## config.mk

```make
export PLATFORM = sky130hd
export DESIGN_NAME = fmfa_core
export DESIGN_NICKNAME = d
export VERILOG_FILES = /design/src/hw/fmfa_pkg.sv /design/src/hw/fmfa_core.sv
export VERILOG_INCLUDE_DIRS = /design/src /design/src/hw
export SDC_FILE = /design/constraint.sdc
export NUM_CORES = 1
export LEC_CHECK = 0
export BUFFER_PORTS_ARGS = -buffer_cell sky130_fd_sc_hd__buf_4
export CORE_ASPECT_RATIO = 1.2
export CORE_MARGIN = 5
export CORE_UTILIZATION = 67
export DETAILED_ROUTE_END_ITERATION = 8
export PLACE_DENSITY = 0.83
export SYNTH_ARGS = -nofsm -noshare
export SYNTH_HDL_FRONTEND = slang
export SYNTH_HIERARCHICAL = 1
export SYNTH_SLANG_ARGS = --single-unit
```

## constraint.sdc

```tcl
create_clock -name mclk_i -period 7 [get_ports mclk_i]
set_input_delay 1.05 -clock mclk_i [delete_from_list [all_inputs] [get_ports mclk_i]]
set_output_delay 1.05 -clock mclk_i [all_outputs]
set_load 0.03 [all_outputs]
```

## src/hw/fmfa_cfg.svh

```systemverilog
// fmfa_cfg.svh - register map, field positions, reset values and rates
// for the fsk modem core; assumes a 32-bit apb with byte addresses.
`ifndef FMFA_CFG_SVH
`define FMFA_CFG_SVH

// =====================================================================
// register byte offsets
`define FMFA_OFF_MODEM_CFG 8'h00
`define FMFA_OFF_FIFO_CFG 8'h04
`define FMFA_OFF_MASK 8'h08
`define FMFA_OFF_STATUS 8'h0C
`define FMFA_OFF_TX_WR 8'h10
`define FMFA_OFF_RX_POP 8'h14

// =====================================================================
// modem configuration bits
`define FMFA_CFG_RTS 0
`define FMFA_CFG_FINE 1
`define FMFA_CFG_OUTFILT 2
`define FMFA_CFG_LPF 3
`define FMFA_CFG_INLOOP 4
`define FMFA_CFG_OUTLOOP 5
`define FMFA_CFG_RST 6'h00

// queue configuration: rx threshold [3:0], tx threshold [7:4]
`define FMFA_RX_THR_RST 4'hF
`define FMFA_TX_THR_RST 4'h0
`define FMFA_MASK_RST 1'b1

// =====================================================================
// rx pop read-back layout: data [8:0], empty 9, full 10, level [14:11]
`define FMFA_POP_EMPTY 9
`define FMFA_POP_FULL 10
`define FMFA_POP_LVL 11

// =====================================================================
// rates in hertz
`define FMFA_CLK_HZ 125000000
`define FMFA_BAUD_HZ 1200
`define FMFA_MARK_HZ 1200
`define FMFA_SPACE_HZ 2200
`define FMFA_COARSE_STEPS 32
`define FMFA_FINE_STEPS 128

// carrier detect hysteresis on the amplitude input
`define FMFA_CD_ON_LVL 8'h40
`define FMFA_CD_OFF_LVL 8'h30

// quarter sine, entries 0..32 from the low byte up, scaled to 127
`define FMFA_QSINE 264'h7F7F7E7E7D7B7A7875737_06D6A66625E5A55514C47413C36312B251F19130C0600

`endif

```

## src/hw/fmfa_pkg.sv

```systemverilog
// fmfa_pkg.sv - types shared by the fsk modem core
// assumes nothing of its surroundings.
package fmfa_pkg;
   // arbiter states
   typedef enum logic [0:0] {
      FMFA_RECEIVE,
      FMFA_SEND
   } fmfa_state_t;
endpackage

```

## src/hw/fmfa_core.sv

```systemverilog
// fmfa_core.sv - fsk modem queues, modulator, carrier detect and the
// send arbiter, with an apb register slave.
// assumes synchronous inputs on mclk_i and a demodulator front end that
// delivers whole 9-bit characters and a carrier amplitude.
`timescale 1ns/1ns
`default_nettype none
`include "fmfa_cfg.svh"

// =====================================================================
// fifo of flip-flops
module fmfa_queue #(
   parameter int DEPTH = 32,
   parameter int WIDTH = 9
) (
   input wire logic mclk_i,                 // clock
   input wire logic sys_rst_i,              // sync reset
   input wire logic push_i,                 // enqueue strobe
   input wire logic [WIDTH-1:0] data_i,     // enqueue data
   input wire logic pop_i,                  // dequeue strobe
   output logic [WIDTH-1:0] head_o,         // oldest entry
   output logic [$clog2(DEPTH):0] count_o   // occupancy
);
   localparam int AW = $clog2(DEPTH);
   logic [WIDTH-1:0] mem_q [DEPTH];
   logic [AW-1:0] wr_q;
   logic [AW-1:0] rd_q;
   logic [AW:0] cnt_q;
   logic do_push;
   logic do_pop;

   // a full queue drops the newcomer so stored entries stay intact
   assign do_push = push_i && (cnt_q != (AW+1)'(DEPTH));
   assign do_pop = pop_i && (cnt_q != '0);
   assign head_o = mem_q[rd_q];
   assign count_o = cnt_q;

   // storage
   always_ff @(posedge mclk_i) begin
      if (do_push) begin
         mem_q[wr_q] <= data_i;
      end
   end

   // pointers and occupancy
   always_ff @(posedge mclk_i) begin
      if (sys_rst_i) begin
         wr_q <= '0;
         rd_q <= '0;
         cnt_q <= '0;
      end else begin
         if (do_push) begin
            wr_q <= wr_q + AW'(1);
         end
         if (do_pop) begin
            rd_q <= rd_q + AW'(1);
         end
         if (do_push && !do_pop) begin
            cnt_q <= cnt_q + (AW+1)'(1);
         end else if (do_pop && !do_push) begin
            cnt_q <= cnt_q - (AW+1)'(1);
         end
      end
   end
endmodule

// Behaviour
// - rx pop status shows queue before the pop; empty marks data invalid
// - read-back level is occupancy bits 4..1, so 0, 1 and 32 read zero
// - rx threshold hit when occupancy exceeds setting with a 1 appended
// - a full queue discards new bytes and keeps stored ones
// - tx threshold hit when occupancy is below setting with a 0 appended
// - unmasked tx threshold hit drives the interrupt output
// - 128-entry signed 8-bit sine table stepped by a counter to the output
// - step rate is steps per period times 1200 or 2200 hertz
// - 32 samples per period by default, all 128 when fine steps set
// - a configuration bit selects outboard or internal input filtering
// - a configuration bit enables the second-order low-pass stage
// - glitch-free carrier detect with hysteresis, used inside and on a pin
// - half duplex never enables both; demodulator active after reset
// - inner loop enables both and routes modulator output to filtered input
// - outboard loop enables both with no internal connection
// - idle: request inactive, carrier low, demodulator on, modulator off
// - with carrier present stay receiving and enqueue demodulated bytes
// - request without carrier drops detect, stops demod, grants, modulates
// - while carrier present the request waits and tx bytes only queue
// - once granted send queued bytes, else a continuous mark tone
// - each queue holds 32 entries of parity bit plus data byte
module fmfa_core
   import fmfa_pkg::*;
#(
   parameter int DEPTH = 32,
   parameter int CLK_HZ = `FMFA_CLK_HZ
) (
   input wire logic mclk_i,              // 125 mhz clock
   input wire logic sys_rst_i,           // sync reset, active high
   input wire logic psel_i,              // apb select
   input wire logic penable_i,           // apb enable
   input wire logic pwrite_i,            // apb direction
   input wire logic [7:0] paddr_i,       // apb byte address
   input wire logic [31:0] pwdata_i,     // apb write data
   output logic [31:0] prdata_o,         // apb read data
   output logic pready_o,                // apb ready
   output logic pslverr_o,               // apb error, unmapped address
   input wire logic send_req_n_i,        // send request pin, low active
   input wire logic [7:0] carrier_lvl_i, // carrier amplitude from front end
   input wire logic demod_valid_i,       // demodulated character strobe
   input wire logic [8:0] demod_char_i,  // parity and data byte
   output logic [7:0] fsk_out_o,         // signed sample to the converter
   output logic carrier_present_o,       // carrier detect pin
   output logic mod_en_o,                // modulator enable
   output logic demod_en_o,              // demodulator enable
   output logic rx_outboard_filter_sel_o, // use filtered input pin only
   output logic rx_lowpass_stage_en_o,   // second-order low-pass on
   output logic loop_route_o,            // modulator to filtered input
   output logic irq_o                    // interrupt pin, active high
);
   localparam int CW = $clog2(DEPTH) + 1;
   localparam int ACC_W = 28;
   localparam logic [ACC_W-1:0] CLK_W = ACC_W'(CLK_HZ);
   localparam logic [ACC_W-1:0] BAUD_INC = ACC_W'(`FMFA_BAUD_HZ);
   localparam logic [ACC_W-1:0] INC_C1 =
      ACC_W'(`FMFA_COARSE_STEPS * `FMFA_MARK_HZ);
   localparam logic [ACC_W-1:0] INC_C0 =
      ACC_W'(`FMFA_COARSE_STEPS * `FMFA_SPACE_HZ);
   localparam logic [ACC_W-1:0] INC_F1 =
      ACC_W'(`FMFA_FINE_STEPS * `FMFA_MARK_HZ);
   localparam logic [ACC_W-1:0] INC_F0 =
      ACC_W'(`FMFA_FINE_STEPS * `FMFA_SPACE_HZ);
   localparam logic [263:0] QSINE = `FMFA_QSINE;

   // level read-back and thresholds rely on a 32-entry queue
   if (DEPTH != 32) begin : g_bad_depth
      $error("fmfa_core: DEPTH must be 32");
   end
   if (CLK_HZ < 2 * `FMFA_FINE_STEPS * `FMFA_SPACE_HZ) begin : g_bad_clk
      $error("fmfa_core: clock too slow for the sine stepping");
   end

   // =====================================================================
   // declarations
   fmfa_state_t state_q;
   logic [5:0] cfg_q;
   logic [3:0] rx_thr_q;
   logic [3:0] tx_thr_q;
   logic mask_q;
   logic pready_q;
   logic pslverr_q;
   logic [31:0] prdata_q;
   logic pop_empty_q;
   logic [31:0] rd_mux;
   logic mapped;
   logic setup;
   logic done;
   logic cd_q;
   logic cts_q;
   logic req;
   logic loop_any;
   logic mod_on;
   logic demod_on;
   logic rx_push;
   logic rx_pop;
   logic tx_push;
   logic tx_pop;
   logic [8:0] rx_head;
   logic [8:0] tx_head;
   logic [CW-1:0] rx_cnt;
   logic [CW-1:0] tx_cnt;
   logic rx_hit;
   logic tx_hit;
   logic [ACC_W-1:0] baud_acc_q;
   logic [ACC_W-1:0] baud_sum;
   logic baud_tick;
   logic [ACC_W-1:0] step_acc_q;
   logic [ACC_W-1:0] step_inc;
   logic [ACC_W-1:0] step_sum;
   logic step_tick;
   logic [9:0] frame_q;
   logic [3:0] bits_left_q;
   logic tone_bit_q;
   logic [6:0] phase_q;
   logic [4:0] q_idx;
   logic [7:0] q_mag;

   // =====================================================================
   // queues
   fmfa_queue #(.DEPTH(DEPTH), .WIDTH(9)) u_rx_queue (
      .mclk_i(mclk_i),
      .sys_rst_i(sys_rst_i),
      .push_i(rx_push),
      .data_i(demod_char_i),
      .pop_i(rx_pop),
      .head_o(rx_head),
      .count_o(rx_cnt)
   );

   fmfa_queue #(.DEPTH(DEPTH), .WIDTH(9)) u_tx_queue (
      .mclk_i(mclk_i),
      .sys_rst_i(sys_rst_i),
      .push_i(tx_push),
      .data_i(pwdata_i[8:0]),
      .pop_i(tx_pop),
      .head_o(tx_head),
      .count_o(tx_cnt)
   );

   // threshold flags; the appended bit widens the 4-bit setting to 5
   assign rx_hit = rx_cnt > CW'({rx_thr_q, 1'b1});
   assign tx_hit = tx_cnt < CW'({tx_thr_q, 1'b0});

   // =====================================================================
   // apb slave: data is latched in setup, pready follows one cycle later
   assign setup = psel_i && !penable_i;
   assign done = psel_i && penable_i && pready_q;
   assign mapped = (paddr_i[1:0] == 2'b00) && (paddr_i <= `FMFA_OFF_RX_POP);
   assign tx_push = done && pwrite_i && (paddr_i == `FMFA_OFF_TX_WR);
   // pop only when the latched status said data was there, so the byte
   // popped is the byte returned even if the demod pushed meanwhile
   assign rx_pop = done && !pwrite_i && (paddr_i == `FMFA_OFF_RX_POP) &&
                   !pop_empty_q;

   // read multiplexer
   always_comb begin
      rd_mux = 32'h0000_0000;
      case (paddr_i)
         `FMFA_OFF_MODEM_CFG: rd_mux[5:0] = cfg_q;
         `FMFA_OFF_FIFO_CFG: rd_mux[7:0] = {tx_thr_q, rx_thr_q};
         `FMFA_OFF_MASK: rd_mux[0] = mask_q;
         `FMFA_OFF_STATUS: begin
            rd_mux[7:0] = {tx_cnt == CW'(DEPTH), tx_cnt == '0,
                           rx_cnt == CW'(DEPTH), rx_cnt == '0,
                           tx_hit, rx_hit, cd_q, cts_q};
            rd_mux[13:8] = 6'(rx_cnt);
            rd_mux[21:16] = 6'(tx_cnt);
         end
         // head is visible but a read here never dequeues
         `FMFA_OFF_TX_WR: rd_mux[8:0] = tx_head;
         `FMFA_OFF_RX_POP: begin
            rd_mux[8:0] = rx_head;
            rd_mux[`FMFA_POP_EMPTY] = (rx_cnt == '0);
            rd_mux[`FMFA_POP_FULL] = (rx_cnt == CW'(DEPTH));
            rd_mux[`FMFA_POP_LVL +: 4] = rx_cnt[4:1];
         end
         default: rd_mux = 32'h0000_0000;
      endcase
   end

   // bus handshake and captured answer
   always_ff @(posedge mclk_i) begin
      if (sys_rst_i) begin
         pready_q <= 1'b0;
         pslverr_q <= 1'b0;
         prdata_q <= 32'h0000_0000;
         pop_empty_q <= 1'b1;
      end else begin
         pready_q <= setup;
         if (setup) begin
            pslverr_q <= !mapped;
            prdata_q <= pwrite_i ? 32'h0000_0000 : rd_mux;
            pop_empty_q <= (rx_cnt == '0);
         end else if (done) begin
            pslverr_q <= 1'b0;
         end
      end
   end

   // software registers; a write to the rx pop word is ignored
   always_ff @(posedge mclk_i) begin
      if (sys_rst_i) begin
         cfg_q <= `FMFA_CFG_RST;
         rx_thr_q <= `FMFA_RX_THR_RST;
         tx_thr_q <= `FMFA_TX_THR_RST;
         mask_q <= `FMFA_MASK_RST;
      end else if (done && pwrite_i) begin
         case (paddr_i)
            `FMFA_OFF_MODEM_CFG: cfg_q <= pwdata_i[5:0];
            `FMFA_OFF_FIFO_CFG: begin
               rx_thr_q <= pwdata_i[3:0];
               tx_thr_q <= pwdata_i[7:4];
            end
            `FMFA_OFF_MASK: mask_q <= pwdata_i[0];
            default: ;
         endcase
      end
   end

   // =====================================================================
   // carrier detect and arbiter
   assign loop_any = cfg_q[`FMFA_CFG_INLOOP] || cfg_q[`FMFA_CFG_OUTLOOP];
   assign req = !send_req_n_i || cfg_q[`FMFA_CFG_RTS];
   // loops enable both ends; otherwise exactly one is on
   assign mod_on = loop_any || (state_q == FMFA_SEND);
   assign demod_on = loop_any || (state_q == FMFA_RECEIVE);
   assign rx_push = demod_valid_i && demod_on && cd_q;

   // hysteresis: separate on and off levels stop chatter; registered so
   // the pin and the arbiter see one clean level
   always_ff @(posedge mclk_i) begin
      if (sys_rst_i) begin
         cd_q <= 1'b0;
      end else if (!demod_on) begin
         cd_q <= 1'b0;
      end else if (carrier_lvl_i >= `FMFA_CD_ON_LVL) begin
         cd_q <= 1'b1;
      end else if (carrier_lvl_i < `FMFA_CD_OFF_LVL) begin
         cd_q <= 1'b0;
      end
   end

   // receive has priority: a request waits while carrier is present;
   // in a loop the carrier is our own, so it does not hold the request
   always_ff @(posedge mclk_i) begin
      if (sys_rst_i) begin
         state_q <= FMFA_RECEIVE;
         cts_q <= 1'b0;
      end else begin
         case (state_q)
            FMFA_RECEIVE: begin
               if (req && (!cd_q || loop_any)) begin
                  state_q <= FMFA_SEND;
                  cts_q <= 1'b1;
               end
            end
            FMFA_SEND: begin
               if (!req) begin
                  state_q <= FMFA_RECEIVE;
                  cts_q <= 1'b0;
               end
            end
            default: begin
               state_q <= FMFA_RECEIVE;
               cts_q <= 1'b0;
            end
         endcase
      end
   end

   // =====================================================================
   // modulator bit engine: 11-bit characters, mark when the queue is dry
   assign baud_sum = baud_acc_q + BAUD_INC;
   assign baud_tick = mod_on && (baud_sum >= CLK_W);
   assign tx_pop = baud_tick && (bits_left_q == 4'h0) && (tx_cnt != '0) &&
                   (mod_on && cts_q || loop_any && req);

   always_ff @(posedge mclk_i) begin
      if (sys_rst_i || !mod_on) begin
         baud_acc_q <= '0;
         bits_left_q <= 4'h0;
         frame_q <= 10'h3FF;
         tone_bit_q <= 1'b1;
      end else begin
         baud_acc_q <= baud_tick ? baud_sum - CLK_W : baud_sum;
         if (baud_tick) begin
            if (bits_left_q != 4'h0) begin
               tone_bit_q <= frame_q[0];
               frame_q <= {1'b1, frame_q[9:1]};
               bits_left_q <= bits_left_q - 4'h1;
            end else if (tx_pop) begin
               tone_bit_q <= 1'b0; // start bit
               frame_q <= {1'b1, tx_head}; // data lsb first, parity, stop
               bits_left_q <= 4'hA;
            end else begin
               tone_bit_q <= 1'b1;
            end
         end
      end
   end

   // table stepping: phase accumulator at steps times tone frequency
   always_comb begin
      case ({cfg_q[`FMFA_CFG_FINE], tone_bit_q})
         2'b00: step_inc = INC_C0;
         2'b01: step_inc = INC_C1;
         2'b10: step_inc = INC_F0;
         2'b11: step_inc = INC_F1;
         default: step_inc = INC_C1;
      endcase
   end
   assign step_sum = step_acc_q + step_inc;
   assign step_tick = step_sum >= CLK_W;

   // coarse mode skips three of four entries to save power
   always_ff @(posedge mclk_i) begin
      if (sys_rst_i || !mod_on) begin
         step_acc_q <= '0;
         phase_q <= 7'h00;
      end else begin
         step_acc_q <= step_tick ? step_sum - CLK_W : step_sum;
         if (step_tick) begin
            phase_q <= phase_q + (cfg_q[`FMFA_CFG_FINE] ? 7'h01 : 7'h04);
         end
      end
   end

   // 128-entry sine folded from a quarter wave
   assign q_idx = phase_q[5] ? 5'(6'h20 - {1'b0, phase_q[4:0]}) : phase_q[4:0];
   assign q_mag = (phase_q[5] && phase_q[4:0] == 5'h00) ?
                  QSINE[32*8 +: 8] : QSINE[q_idx*8 +: 8];

   // =====================================================================
   // registered outputs
   always_ff @(posedge mclk_i) begin
      if (sys_rst_i) begin
         fsk_out_o <= 8'h00;
         mod_en_o <= 1'b0;
         demod_en_o <= 1'b1;
         carrier_present_o <= 1'b0;
         irq_o <= 1'b0;
      end else begin
         fsk_out_o <= !mod_on ? 8'h00 :
                      phase_q[6] ? 8'(-q_mag) : q_mag;
         mod_en_o <= mod_on;
         demod_en_o <= demod_on;
         carrier_present_o <= cd_q;
         irq_o <= tx_hit && !mask_q;
      end
   end

   // filter and loop controls to the analog front end
   always_ff @(posedge mclk_i) begin
      if (sys_rst_i) begin
         rx_outboard_filter_sel_o <= 1'b0;
         rx_lowpass_stage_en_o <= 1'b0;
         loop_route_o <= 1'b0;
      end else begin
         rx_outboard_filter_sel_o <= cfg_q[`FMFA_CFG_OUTFILT];
         rx_lowpass_stage_en_o <= cfg_q[`FMFA_CFG_LPF];
         loop_route_o <= cfg_q[`FMFA_CFG_INLOOP];
      end
   end

   // apb outputs
   assign prdata_o = prdata_q;
   assign pready_o = pready_q;
   assign pslverr_o = pslverr_q;
endmodule
`default_nettype wire

```

==> reports/qor.csv <==
stage,metric,value,unit
status,outcome,"finished, final reports clean",
drt,postRouteAntennaNets,0,
setup_path,cp.required,7540,ps
drt,routed_via_density,6.69,
timing,fin_skew,22.0,ps
power,peakVddDrop,0.000260,V
placed_design,gp_congestion,0.959,
setup_path,crit_slowest_cell,a211oi_1,
setup_path,cp_num_buf_inv,3,
die,chipWidth,212,um
setup_path,regToRegSetupSlack,1700,ps
layout,fin_util,0.745,
timing,slew_violations,0,
global_route,grt_pass1_vias,20500,
drt,first_iter_violations,2389,
logic_synthesis,synth-main-ff-cell,edfxtp_1,
power,switching_share,0.202,
logic_synthesis,synth.distinct_cells,86,
layout,fin_nets,2589,
drt,met1_length,29.4,mm
logic_synthesis,seq_area_frac_synth,0.630,
layout,syn_to_final_growth,9.89,%
drt,met2_length,37.3,mm
die,design.die.area,0.0534,mm2
setup_path,cpMostUsedCell,ha_1,
die,chipHeight,252,um
drt,drc,0,
global_route,antenna_found_initial,2,
drt,wl_per_cell,24.1,um
global_route,grt.overflow.total,0,
worst_hold_path,min_from,tx_thr_q[3],
clocking,cts_buffers,69,
timing,tightestPinTransition,1330,ps
setup_path,start_kind,flip-flop,
drt,vias,21000,
drt,met3_length,6.48,mm
worst_hold_path,hold_depth,2,
power,p_leak,11.7,nW
timing,clock.fmax,0.189,GHz
setup_path,cp.arrival,5840,ps
logic_synthesis,syn_avg_cell_area,13.5,um2
logic_synthesis,synth-edff-count,576,
worst_hold_path,holdCritPathClass,reg2reg,
power,internal_power,7.05,mW
placed_design,dp_cells,3020,
global_route,grt_pass1_wl,116,mm
clocking,clock_latency,620,ps
clocking,cts_hold_buf,0,
setup_path,reg2reg_from,baud_acc_q[4],
timing,grt_setup_unrepaired,false,
drt,drt_wl_total,75.8,mm
clocking,post_cts_resize_count,0,
timing,relSlewSlack,0.106,
die,initial_core_util,0.678,
power,fin_total_pwr,8.83,mW
power,power.switching,1.78,mW
drt,highest_layer,met5,
timing,period_needed,5300,ps
die,coreArea,0.0482,mm2
layout,fin_cells,3148,
timing,timing.final.crit_share,0.757,
setup_path,worstPathCellList,inv_1 > ha_1 > nand2b_1 > a211oi_1 > and3_1 > o221ai_1 > o41ai_1 > a211oi_1 > nand3b_1 > buf_4 > nor2_1 > o31ai_4 > ha_1 > inv_1 > ha_1 > and3_1 > a2111oi_0 > o22ai_1 > nand3_1,
clocking,cts_root_buffer,clkbuf_16,
clocking,cts_buffer_depth,3,
logic_synthesis,synthArstFlopShare,0,
setup_path,end_kind,flip-flop,
setup_path,timing.rr.end,u_tx_queue/count_o[5],
clocking,cts_sinks,742,
clocking,clk_pin_slew,60,ps
drt,dr.pass1.iters,8,
setup_path,path_class,reg2reg,
logic_synthesis,netlist_instances,2420,
flow_run,cap_violations,0,
clocking,cts_setup_buffers,0,
die,fp-row-count,88,
placed_design,dpl.hpwl,48.1,mm
timing,finalHoldViolCount,0,
die,pin_count,113,
global_route,track_usage,0.282,
logic_synthesis,netlist_area,0.0327,mm2
power,clkPwrFrac,0.435,
power,p_seq_frac,0.540,
clocking,htree_levels,3,
clocking,tritoncts,built,
worst_hold_path,hold_end,tx_thr_q[3],
placed_design,portBuffers,74,
layout,antenna_cells,0,
setup_path,cp_max_fo,22,
power,powerDensity,246,mW/mm2
logic_synthesis,ys_warn_count,6,
timing,setup_viol,0,
layout,layout-drive-gt1-share,0.126,
setup_path,max_stage_delay,630,ps
setup_path,cpLargestDelayFamily,compound AO/OA/AOI/OAI gates,
timing,fin_setup_tns,0,ps
power,p_comb_frac,0.025,
setup_path,r2r_cells,19,
global_route,grt_max_degree,86,
logic_synthesis,synth.ff_latch_count,742,
## sequential cells by signal, indices dropped and copies added (netlist names), 7 cells and up, named ones only
register,cells
baud_acc_q,24
frame_q,9
prdata_o,21
step_acc_q,22
u_rx_queue/mem_q,288
u_tx_queue/mem_q,288
phase_q,7
fsk_out_o,8
## layout make-up
type	count	area, um2
fill	2881	12300
clock buffer	82	1830
inverter	56	210
tap	630	788
timing repair buffer	96	721
sequential	742	20600
multi-input combinational	1496	11300
clock inverter	46	494
## power groups by stage
stage	combinational [mW]	sequential, mW	clock [mW]
after floorplan	0.117	4.86	0
after global placement	0.206	4.86	0
after detailed placement	0.215	4.86	0
after CTS	0.217	4.77	3.89
after global routing	0.238	4.77	4.09
final	0.221	4.77	3.84
## worst min-delay path: cells and delay by family, from the launching register on
family          cells  cell delay (ps)
flops               1              320
compound gates      1               60
simple gates        1               60
## metal layers
layer | track usage | vias to the layer above
met3 | 0.0455 | 156
met5 | 0 | -
met1 | 0.388 | 10500
met2 | 0.459 | 1029
met4 | 0.107 | 4
li1 | - | 9403
## placed cells by master, fill, tap and decap left out, types with 9 or more instances in the layout
master	Yosys	final
clkbuf_16	0	71
nand3b_1	9	9
nand2_1	119	118
bufinv_16	0	10
a21oi_1	86	86
mux2i_1	167	167
inv_1	55	55
a221oi_1	19	19
clkbuf_1	60	10
o31ai_1	10	10
nand2b_1	13	13
xor2_1	37	37
o211ai_1	22	22
ha_1	61	61
nor3_1	43	43
a21o_1	15	15
a31oi_1	13	13
a22oi_1	94	94
dfxtp_1	166	162
edfxtp_1	576	576
nor2_1	216	216
a211oi_1	13	12
a22o_1	19	19
o21ai_0	46	46
or3_1	20	20
nand3_1	102	102
nor4_1	11	11
nor2b_1	24	24
xnor2_1	40	40
and3_1	25	25
clkinv_2	0	11
nand4_1	15	15
conb_1	1	11
clkinv_1	1	15
o21a_1	15	15
buf_4	13	96
mux4_2	73	73
## cells by family (layout without fill, tap and decap cells)
family	count (synthesis)	after routing	synth area share
compound gates	442	442	0.0971
xor+xnor	77	77	0.0206
fa+ha+maj	64	64	0.0252
buf+inv	192	280	0.0265
flops	742	742	0.630
mux	242	242	0.102
other cells	1	11	0.000115
simple gates	660	660	0.0982
## Yosys cell counts, types with 7 or more instances
master | instances | area share
a22oi_1 | 94 | 0.022
nor2b_1 | 24 | 0.0046
and3_1 | 25 | 0.0048
xnor2_1 | 40 | 0.011
nor3b_1 | 9 | 0.0021
a222oi_1 | 7 | 0.0021
clkbuf_1 | 60 | 0.0069
or2_2 | 7 | 0.0013
nor4_1 | 11 | 0.0021
mux2i_1 | 167 | 0.051
buf_2 | 47 | 0.0072
nand2_1 | 119 | 0.014
dfxtp_1 | 166 | 0.10
a221oi_1 | 19 | 0.0051
o21a_1 | 15 | 0.0034
mux4_2 | 73 | 0.050
inv_1 | 55 | 0.0063
o21ai_0 | 46 | 0.0070
a22o_1 | 19 | 0.0051
a31oi_1 | 13 | 0.0025
edfxtp_1 | 576 | 0.53
a211oi_1 | 13 | 0.0030
buf_4 | 13 | 0.0030
nand3b_1 | 9 | 0.0021
or3_1 | 20 | 0.0038
nand3_1 | 102 | 0.016
a211o_1 | 7 | 0.0019
nor2_1 | 216 | 0.025
xor2_1 | 37 | 0.0099
nand2b_1 | 13 | 0.0025
o211ai_1 | 22 | 0.0050
o31ai_1 | 10 | 0.0023
nor3_1 | 43 | 0.0066
o21ai_1 | 7 | 0.0011
or4_1 | 8 | 0.0018
buf_1 | 10 | 0.0011
ha_1 | 61 | 0.023
nand4_1 | 15 | 0.0029
a21oi_1 | 86 | 0.013
a21o_1 | 15 | 0.0034
## how the worst max path moves through the flow
stage	to	startpoint	slack, ps	cells after the start
after detailed placement	u_tx_queue/count_o[5]	baud_acc_q[4]	1870	19
after CTS	u_tx_queue/count_o[5]	baud_acc_q[4]	1790	19
final	u_tx_queue/count_o[5]	baud_acc_q[4]	1700	19
after floorplan	u_tx_queue/count_o[5]	baud_acc_q[4]	2720	19
after global placement	u_tx_queue/count_o[5]	baud_acc_q[4]	2000	19
after global routing	u_tx_queue/count_o[5]	baud_acc_q[4]	1300	19
## stage by stage
stage | setup WS [ps] | area [um2] | hold slack [ps]
2_1_floorplan | 2720 | 32800 | 417
3_3_place_gp | 2000 | 33600 | 459
3_5_place_dp | 1870 | 33600 | 473
4_1_cts | 1790 | 36000 | 486
5_1_grt | 1300 | 36000 | 510
6_report | 1700 | 36000 | 487
Note: power is estimated with default switching activity, not from simulation.
